===== src/core/tick_pkg.sv =====
// Shared constants and types for the core tick timer
`default_nettype none
package tick_pkg;
    // ************************************************************
    // Widths
    // ************************************************************
    localparam int CNT_W       = 24;
    localparam int DATA_W      = 32;
    localparam int ADDR_W      = 12;
    localparam int SYNC_STAGES = 3;

    // ************************************************************
    // Register offsets from system_control_space_base
    // ************************************************************
    localparam logic [ADDR_W-1:0] OFS_CONTROL_STATUS = 12'h010;
    localparam logic [ADDR_W-1:0] OFS_RELOAD_VALUE   = 12'h014;
    localparam logic [ADDR_W-1:0] OFS_CURRENT_VALUE  = 12'h018;

    // ************************************************************
    // Field positions and reset values
    // ************************************************************
    localparam int BIT_ENABLE     = 0;
    localparam int BIT_TICK_INT   = 1;
    localparam int BIT_CLOCK_SEL  = 2;
    localparam int BIT_ZERO_FLAG  = 16;

    localparam logic [DATA_W-1:0] CSR_RESET = 32'h0000_0000;
    localparam logic [DATA_W-1:0] DATA_ZERO = 32'h0000_0000;
    localparam logic [CNT_W-1:0]  CNT_ZERO  = 24'h00_0000;
    localparam logic [CNT_W-1:0]  CNT_ONE   = 24'h00_0001;

    // ************************************************************
    // Types
    // ************************************************************
    typedef struct packed {
        logic clockSel;
        logic tickIntEn;
        logic enable;
    } csr_ctrl_s;

    localparam csr_ctrl_s CTRL_RESET = 3'h0;

    typedef enum logic [1:0] {
        SEL_NONE,
        SEL_CONTROL_STATUS,
        SEL_RELOAD_VALUE,
        SEL_CURRENT_VALUE
    } reg_sel_e;

    function automatic reg_sel_e decodeReg(input logic [ADDR_W-1:0] addr);
        reg_sel_e sel;
        sel = SEL_NONE;
        if (addr == OFS_CONTROL_STATUS) begin
            sel = SEL_CONTROL_STATUS;
        end else if (addr == OFS_RELOAD_VALUE) begin
            sel = SEL_RELOAD_VALUE;
        end else if (addr == OFS_CURRENT_VALUE) begin
            sel = SEL_CURRENT_VALUE;
        end
        return sel;
    endfunction
endpackage
`default_nettype wire


===== src/core/ref_clock_sync.sv =====
// Synchroniser and rising-edge detector for the external reference clock pin
`timescale 1ns/1ps
`default_nettype none
module ref_clock_sync
    import tick_pkg::*;
(
    // Clock and reset
    input  wire logic clk,
    input  wire logic reset_n,
    // Pin
    input  wire logic refClkPin,
    // Tick out
    output logic      refTick
);
    logic [SYNC_STAGES-1:0] syncChain_r;
    logic [SYNC_STAGES-1:0] syncChain_nxt;
    logic                   stable_r;
    logic                   stable_nxt;
    logic                   refTick_r;
    logic                   refTick_nxt;

    // ************************************************************
    // Next state
    // ************************************************************
    // Only the last two stages are compared, the first one feeds stage two alone
    always_comb begin
        syncChain_nxt = {syncChain_r[SYNC_STAGES-2:0], refClkPin};
        stable_nxt    = stable_r;
        refTick_nxt   = 1'b0;
        if (syncChain_r[1] == syncChain_r[2]) begin
            stable_nxt  = syncChain_r[2];
            refTick_nxt = syncChain_r[2] && !stable_r;
        end
    end

    // ************************************************************
    // Registers
    // ************************************************************
    always_ff @(posedge clk or negedge reset_n) begin
        if (!reset_n) begin
            syncChain_r <= '0;
            stable_r    <= 1'b0;
            refTick_r   <= 1'b0;
        end else begin
            syncChain_r <= syncChain_nxt;
            stable_r    <= stable_nxt;
            refTick_r   <= refTick_nxt;
        end
    end

    assign refTick = refTick_r;
endmodule
`default_nettype wire


===== src/core/system_tick_timer.sv =====
// Core tick timer: 24-bit down counter with reload, sticky zero flag, APB slave
//
// Our own choice: the APB slave port.
`timescale 1ns/1ps
`default_nettype none
// Functional notes
// Counter is 24 bits, decrementing; any write to current value forces zero.
// While enabled, counter decrements by one per timer clock until zero.
// On the timer clock after zero, reload value is loaded, then decrement resumes.
// Zero-reached flag sets whenever counting moves the counter to zero.
// Reading control/status clears the zero-reached flag.
// Current and reload registers are not reset; contents undefined until written.
// Software should clear current value before enabling the timer.
// Reload value zero keeps counter at zero, stopping it while enabled.
// Control/status at 0x10 resets to zero; reload 0x14; current value 0x18.
// Control bit 0 enables continuous multi-shot counting; clear stops it.
// Control bit 1 pends tick exception on count to zero, never on write.
// Control bit 2 selects clock: zero external reference, one core clock.
// Zero flag reads at bit 16; a current-value write clears it.
module system_tick_timer
    import tick_pkg::*;
(
    // Clock and reset
    input  wire logic              clk,
    input  wire logic              reset_n,
    // APB slave
    input  wire logic              psel,
    input  wire logic              penable,
    input  wire logic              pwrite,
    input  wire logic [ADDR_W-1:0] paddr,
    input  wire logic [DATA_W-1:0] pwdata,
    output logic      [DATA_W-1:0] prdata,
    output logic                   pready,
    output logic                   pslverr,
    // External reference clock pin
    input  wire logic              refClkPin,
    // Tick exception pend request
    output logic                   tickPending
);
    // ************************************************************
    // Declarations
    // ************************************************************
    logic              refTick;
    logic              pready_r;
    logic              pready_nxt;
    logic              pslverr_r;
    logic              pslverr_nxt;
    logic [DATA_W-1:0] prdata_r;
    logic [DATA_W-1:0] prdata_nxt;
    csr_ctrl_s         ctrl_r;
    csr_ctrl_s         ctrl_nxt;
    logic              zeroFlag_r;
    logic              zeroFlag_nxt;
    logic              tickPending_r;
    logic              tickPending_nxt;
    logic              cntKnown_r;
    logic              cntKnown_nxt;
    logic [CNT_W-1:0]  current_r;
    logic [CNT_W-1:0]  current_nxt;
    logic [CNT_W-1:0]  reload_r;
    logic [CNT_W-1:0]  reload_nxt;
    reg_sel_e          sel;
    logic              setupPhase;
    logic              accessDone;
    logic              wrCsr;
    logic              wrReload;
    logic              wrCurrent;
    logic              rdCsr;
    logic              countTick;
    logic              reachZero;

    ref_clock_sync u_ref_sync (
        .clk       (clk),
        .reset_n   (reset_n),
        .refClkPin (refClkPin),
        .refTick   (refTick)
    );

    // ************************************************************
    // APB decode
    // ************************************************************
    // No wait state: pready rises in the first access cycle
    assign sel        = decodeReg(paddr);
    assign setupPhase = psel && !penable && !pready_r;
    assign accessDone = psel && penable && pready_r;
    assign wrCsr      = accessDone && pwrite && (sel == SEL_CONTROL_STATUS);
    assign wrReload   = accessDone && pwrite && (sel == SEL_RELOAD_VALUE);
    assign wrCurrent  = accessDone && pwrite && (sel == SEL_CURRENT_VALUE);
    assign rdCsr      = accessDone && !pwrite && (sel == SEL_CONTROL_STATUS);

    always_comb begin
        pready_nxt  = setupPhase;
        pslverr_nxt = setupPhase && (sel == SEL_NONE);
        prdata_nxt  = prdata_r;
        if (setupPhase && !pwrite) begin
            prdata_nxt = DATA_ZERO;
            unique case (sel)
                SEL_CONTROL_STATUS: begin
                    prdata_nxt[BIT_ENABLE]    = ctrl_r.enable;
                    prdata_nxt[BIT_TICK_INT]  = ctrl_r.tickIntEn;
                    prdata_nxt[BIT_CLOCK_SEL] = ctrl_r.clockSel;
                    prdata_nxt[BIT_ZERO_FLAG] = zeroFlag_r;
                end
                SEL_RELOAD_VALUE: begin
                    prdata_nxt = DATA_W'(reload_r);
                end
                SEL_CURRENT_VALUE: begin
                    prdata_nxt = DATA_W'(current_r);
                end
                SEL_NONE: begin
                    prdata_nxt = DATA_ZERO;
                end
            endcase
        end
    end

    always_ff @(posedge clk or negedge reset_n) begin
        if (!reset_n) begin
            pready_r  <= 1'b0;
            pslverr_r <= 1'b0;
            prdata_r  <= DATA_ZERO;
        end else begin
            pready_r  <= pready_nxt;
            pslverr_r <= pslverr_nxt;
            prdata_r  <= prdata_nxt;
        end
    end

    // ************************************************************
    // Control, flag and pend
    // ************************************************************
    assign countTick = ctrl_r.enable && (ctrl_r.clockSel || refTick);
    // A software write to current value wins, so it never counts as reaching zero
    assign reachZero = countTick && !wrCurrent && (current_r == CNT_ONE);

    always_comb begin
        ctrl_nxt = ctrl_r;
        if (wrCsr) begin
            ctrl_nxt.enable    = pwdata[BIT_ENABLE];
            ctrl_nxt.tickIntEn = pwdata[BIT_TICK_INT];
            ctrl_nxt.clockSel  = pwdata[BIT_CLOCK_SEL];
        end
        // Clear only what the read returned, so a set between setup and access survives
        zeroFlag_nxt = zeroFlag_r;
        if ((rdCsr && prdata_r[BIT_ZERO_FLAG]) || wrCurrent) begin
            zeroFlag_nxt = 1'b0;
        end
        if (reachZero) begin
            zeroFlag_nxt = 1'b1;
        end
        tickPending_nxt = reachZero && ctrl_r.tickIntEn;
        // Counter holds no defined value until software first writes it
        cntKnown_nxt = cntKnown_r || wrCurrent;
    end

    always_ff @(posedge clk or negedge reset_n) begin
        if (!reset_n) begin
            ctrl_r        <= CTRL_RESET;
            zeroFlag_r    <= CSR_RESET[BIT_ZERO_FLAG];
            tickPending_r <= 1'b0;
            cntKnown_r    <= 1'b0;
        end else begin
            ctrl_r        <= ctrl_nxt;
            zeroFlag_r    <= zeroFlag_nxt;
            tickPending_r <= tickPending_nxt;
            cntKnown_r    <= cntKnown_nxt;
        end
    end

    // ************************************************************
    // Counter and reload
    // ************************************************************
    always_comb begin
        reload_nxt = wrReload ? pwdata[CNT_W-1:0] : reload_r;
        current_nxt = current_r;
        if (wrCurrent) begin
            current_nxt = CNT_ZERO;
        end else if (countTick) begin
            if (current_r == CNT_ZERO) begin
                current_nxt = reload_r;
            end else begin
                current_nxt = current_r - CNT_ONE;
            end
        end
    end

    // No reset here: software must program both before use
    always_ff @(posedge clk) begin
        current_r <= current_nxt;
        reload_r  <= reload_nxt;
    end

    assign prdata      = prdata_r;
    assign pready      = pready_r;
    assign pslverr     = pslverr_r;
    assign tickPending = tickPending_r;
endmodule
`default_nettype wire


===== config.mk =====
export PLATFORM = sky130hd
export DESIGN_NAME = system_tick_timer
export DESIGN_NICKNAME = d
export VERILOG_FILES = /design/src/core/tick_pkg.sv /design/src/core/ref_clock_sync.sv /design/src/core/system_tick_timer.sv
export SDC_FILE = /design/constraint.sdc
export NUM_CORES = 1
export LEC_CHECK = 0
export BUFFER_PORTS_ARGS = -buffer_cell sky130_fd_sc_hd__buf_2
export CAP_MARGIN = 5
export CORE_MARGIN = 2
export CORE_UTILIZATION = 55
export CTS_BUF_LIST = sky130_fd_sc_hd__clkbuf_16
export DETAILED_ROUTE_END_ITERATION = 12
export GPL_ROUTABILITY_DRIVEN = 0
export PLACE_DENSITY = 0.79
export SLEW_MARGIN = 40
export SYNTH_ARGS = -nofsm -noshare
export SYNTH_HDL_FRONTEND = slang
export SYNTH_SLANG_ARGS = --single-unit

===== constraint.sdc =====
create_clock -name clk -period 4.23 [get_ports clk]
set_input_delay 0 -clock clk [delete_from_list [all_inputs] [get_ports clk]]
set_output_delay 0 -clock clk [all_outputs]
set_load 0.05 [all_outputs]

After elaboration in Yosys (flattened, before gate mapping)
Index checks and enable logic that the tools add are counted.

word-level totals
  register bits = 92
  latch bits = 0
  memory bits (writable) = 0
  ROM bits = 0
  input bits = 50
  output and inout port bits = 35
  memories = 0

cells by class
  $add $sub $neg = 1
  $mul = 0
  divide/modulo/power cells = 0
  order comparisons = 0
  equality and inequality tests = 8
  shift operators = 0
  muxes and demuxes = 11
  bitwise logic cells = 0
  reduce and logical (&&, ||, !) cells = 28

operators by type and width
  cell                     count
  $eq A12 B5 Y1 const B    3
  $pmux W13 S2             1
  $eq A24 B1 Y1 const B    1
  $logic_not A24 Y1        1
  $mux W24                 1
  $sub A24 B1 Y24 const B  1
  $logic_and A1 B1 Y1      18
  $pmux W7 S2              1
  $pmux W3 S4              1
  $mux W2                  3
  $logic_not A1 Y1         5
  $eq A2 B2 Y1 const B     2
  $pmux W1 S4              1
  $mux W1                  3
  $eq A2 B1 Y1 const B     1
  $logic_not A2 Y1         1
  $logic_or A1 B1 Y1       2
  $reduce_bool A2 Y1       1
  $eq A1 B1 Y1             1

Longest topological paths before layout
  depth after elaboration = 10
  mapped depth = 9
  gate-level depth less buffers = 8

Modules after synthesis
Synthesis repeated with hierarchy kept, for this count alone.

unflattened totals
  cell total of the unflattened synthesis = 396
  area, all modules = 3921.3 um2

modules (own cells, without submodules)
  module             instances  cells each  area each (um2)  seq. area each (um2)
  system_tick_timer  1          389         3774.9           1976.9
  ref_clock_sync     1          7           146.4            125.1

Worst setup path after synthesis
Ideal clock, no wire load.

  path kind = input port to flip-flop
  from = input port paddr[9]
  to = register reload_r[0] (enable)
  data arrival time = 1.725 ns
  slack = 2.122 ns
  cell stages on the path = 5
  buffers on the path = 1
  path through = nor4_1 -> nand4b_1 -> nor3b_2 -> buf_2 -> and2_1

between the ends
  cells in the longest elaborated chain, start to end = 6

RTL lines
  element                RTL line                  source
  start, declared        system_tick_timer.sv:30   input wire logic [ADDR_W-1:0] paddr,
  $eq A12 B5 Y1          tick_pkg.sv:57            end else if (addr == OFS_CURRENT_VALUE) begin
  $mux W2                tick_pkg.sv:57
  $mux W2                tick_pkg.sv:55            end else if (addr == OFS_RELOAD_VALUE) begin
  $mux W2 *              tick_pkg.sv:53            if (addr == OFS_CONTROL_STATUS) begin
  $eq A2 B2 Y1 *         system_tick_timer.sv:87   assign wrReload = accessDone && pwrite && (sel == SEL_RELOAD_VALUE);
  $logic_and A1 B1 Y1 *  system_tick_timer.sv:87
  net wrReload           system_tick_timer.sv:66   logic wrReload;
  end signal, assigned   system_tick_timer.sv:190  reload_r <= reload_nxt;
  end, declared          system_tick_timer.sv:60   logic [CNT_W-1:0] reload_r;

Mark *: on every way through the listed nets, which the timed path passes. The rest lies on a longest branch.
A chain may end at the register's enable or synchronous reset.

Worst setup path after layout
  from = register current_r[0]
  to = register current_r[22]

between the ends
  cells in the longest elaborated chain, start to end = 2

RTL lines
  element                                               RTL line                                            source
  start, declared                                       system_tick_timer.sv:58                             logic [CNT_W-1:0] current_r;
  start signal, assigned                                system_tick_timer.sv:189                            current_r <= current_nxt;
  $sub A24 B1 Y24 or $logic_not A24 Y1 (tied branches)  system_tick_timer.sv:182, system_tick_timer.sv:179
  $mux W24 *                                            system_tick_timer.sv:179                            if (current_r == CNT_ZERO) begin

Every way passes the cells marked *; elsewhere a longest branch is shown, timed or not.

==> results.md <==
- I/O Pins: 85
- Mapped Cells: 398
- Commonest non-fill, non-tap cells in the layout: buf_2 (67), nand2_1 (46), o21ai_0 (46)
- Slowest stage delay, CP: 0.52 ns
- DP HPWL: 6059 um
- Crit. End Element: flop
- DP Worst Slack: 1.652 ns
- Routed length per placed instance: 16.24 um
- Num CTS Buffers: 9
- Crit path cell chain: inv_1 -> ha_1 -> nor3b_1 -> nand3_1 -> or2_2 -> nor3_1 -> a211oi_1 -> nor3_2
- EDFF count, synth: 24
- Vias in the first global route: 3,288
- Worst EP arrival: 2.76 ns
- Seq/Total Area, Yosys: 53.45%
- Die width: 88.56 um
- Final Hold Fails: 0
- Area contributors post-synth: dfrtp_1 (23%), edfxtp_1 (18%), dfxtp_1 (12%)
- Setup bufs post-CTS: 0
- CTS tree: built
- Setup Skew: 0.004941 ns
- Crit Reg-Reg Endpoint: current_r[22]
- Class of the worst hold path: primary input to flop
- First drt pass iteration count: 5
- First-pass GRT wire length: 15,790 um
- Worst path required time: 4.49 ns
- Chip height: 88.56 um
- Core Rows: 30
- Unrepaired setup endpoints after global routing: false
- Yosys top cell by area: dfrtp_1
- Commonest non-fill, non-tap cell in the layout: buf_2
- PwrDens: 342.8 mW/mm^2
- Outcome: complete, no violations
- WHS Endpoint: zeroFlag_r
- Post_cts resized: 0
- Critical path origin: current_r[0]
- Vias per cell: 5.820
- Via Count: 3,428
- Port Buffer Count: 68
- Slew @ Worst Pin: 0.7966 ns
- Root Buffer Master: clkbuf_16
- Largest net degree at the start of global routing: 49
- Hold Path Stages: 4
- Minimum clock period: 2.497 ns
- Placed cells: 543
- Rel. slew slack: 46.90%
- CP Max Fanout: 6
- Fmax: 0.4006 GHz
- Slew Viols, Final: 0
- N_diodes: 0
- Critical path startpoint category: flop
- Synthesized area: 0.003933 sq mm
- Initial core utilization: 57.25%
- Final setup margin: 1.734 ns
- Setup TNS: 0 ns
- Layout Cells excl Fill: 589
- Count of final setup violators: 0
- DIE AREA: 0.007842 sq mm
- Count of cell types in the netlist: 52
- Share of layout cells above drive strength 1: 19.88%
- Clock Sinks: 84
- Worst R2R Setup Slack: 1.73 ns
- H-tree levels: 3
- Reg2reg path depth: 8
- Avg Synthesized Cell Area: 9.881 sq um
- Deepest clock path buffer count: 2
- Nets: 541
- Reg clk slew, reported paths: 0.06 ns
- Hold Crit Start: pwrite
- Worst vdd ir: 0.2718 mV
- Antenna-violating nets left: 0
- Clk_lat worst skew: 0.34 ns
- CORE AREA: 0.006869 sq mm
- Kind of critical path: flop to flop
- 1st-iter DRT viols: 247
- Final WL: 9568 um
- P&R area growth vs syn: 23.64%
- Max_cap viols: 0
- Initial antenna violation count: 0
- Final Cycle Share: 59.02%
- Drt drc: 0
- Pleak: 1.979 nW
- Synth Register Bits: 84
- Cts hold-fix bufs: 30
- Synth Flop Type: dfrtp_1
- Gr usage total: 26.41%
- Fraction of registers with async set/reset: 42.86%
- Fill count: 535
- Worst path slowest cell: nor3b_1
- Reg2reg start: current_r[0]
- Remaining Overflow, GRT: 0
- Yosys top cell area share: 22.91%
- Synth warn: 0
## routing by layer
metal	share of wire, %	track usage (%)	vias up
li1	-	-	1640
met1	41	33.84	1597
met2	49	42.99	156
met3	5.9	5.224	35
met4	3.7	12.95	0
met5	0	0	-
## flip-flops by register name, indices dropped and copies added (netlist names)
signal                  cells
ctrl_r                      3
current_r                  24
prdata                     24
pready                      1
pslverr                     1
reload_r                   24
tickPending                 1
u_ref_sync.refTick          1
u_ref_sync.stable_r         1
u_ref_sync.syncChain_r      3
zeroFlag_r                  1
## worst max-delay path by stage
stage                     slack [ns]             to  cells after the start
final                           1.73  current_r[22]                      8
after global routing            1.50  current_r[22]                      8
after CTS                       1.66   current_r[0]                      6
after detailed placement        1.65   current_r[0]                      6
after global placement          1.71   reload_r[12]                      6
after floorplan                 2.12    reload_r[0]                      5
## worst max-delay path: cells and delay by family, from the launching register on
kind | cells | cell delay, ns
AOI/OAI and AO/OA | 1 | 0.10
adders and majority gates | 1 | 0.22
DFF | 1 | 0.38
and+or+nand+nor | 5 | 1.57
buffers and inverters | 1 | 0.15
## synthesized netlist by cell type, types with 2 or more instances
master and n:
nand4_1 4, a21o_1 2, inv_1 5, buf_6 2, dfrtp_1 36, nor4_1 8, nor3_1 19, o21ai_0 46
a21oi_1 21, and2_1 15, and3_1 3, buf_4 9, dfxtp_1 24, a22oi_1 21, ha_1 3, a221oi_1 3
a211oi_1 6, nor2_1 22, edfxtp_1 24, nor3b_1 5, or3_1 4, buf_2 12, o21a_1 4, o22ai_1 2
nand4b_1 5, nand3_1 7, a222oi_1 4, nand2_1 46, mux2_2 3, o21ai_1 5, clkbuf_1 7
## metrics by stage
stage	power (mW)	instance area (sq um)	util (%)	hold slack (ns)
5_1_grt	1.718	4862	70.78	0.09470
3_5_place_dp	0.9122	4268	62.13	0.1191
3_3_place_gp	0.9104	4265	62.09	0.1078
6_report	1.667	4862	70.78	0.07469
4_1_cts	1.675	4851	70.62	0.06393
2_1_floorplan	0.8879	3959	-	-0.2956
## report_power, final
group / switching (mW) / internal [mW] / total [mW]
Clock: 0.301 / 0.448 / 0.749
Sequential: 0.00226 / 0.836 / 0.838
Combinational: 0.0434 / 0.0357 / 0.0791
## cell families (layout without fill, tap and decap cells)
family	Yosys count	count (layout)	share of synthesized area (%)
muxes	3	3	0.8590
other	1	8	0.09536
buffers and inverters	36	124	5.345
adders and majority gates	4	4	1.209
AOI/OAI and AO/OA	120	120	18.71
and+or+nand+nor	150	150	20.33
DFF	84	84	53.45
## final cells by class
class,instances,area (sq um),share of cell area [%]
well taps,96,120.1,2.470
clock inverters,7,57.56,1.184
multi-input cells,285,1658,34.10
clock buffers,9,225.2,4.632
flip-flops and latches,84,2102,43.23
repair buffers,103,680.7,14.00
inverters,5,18.77,0.3860
Note: power is estimated with default switching activity, not from simulation.
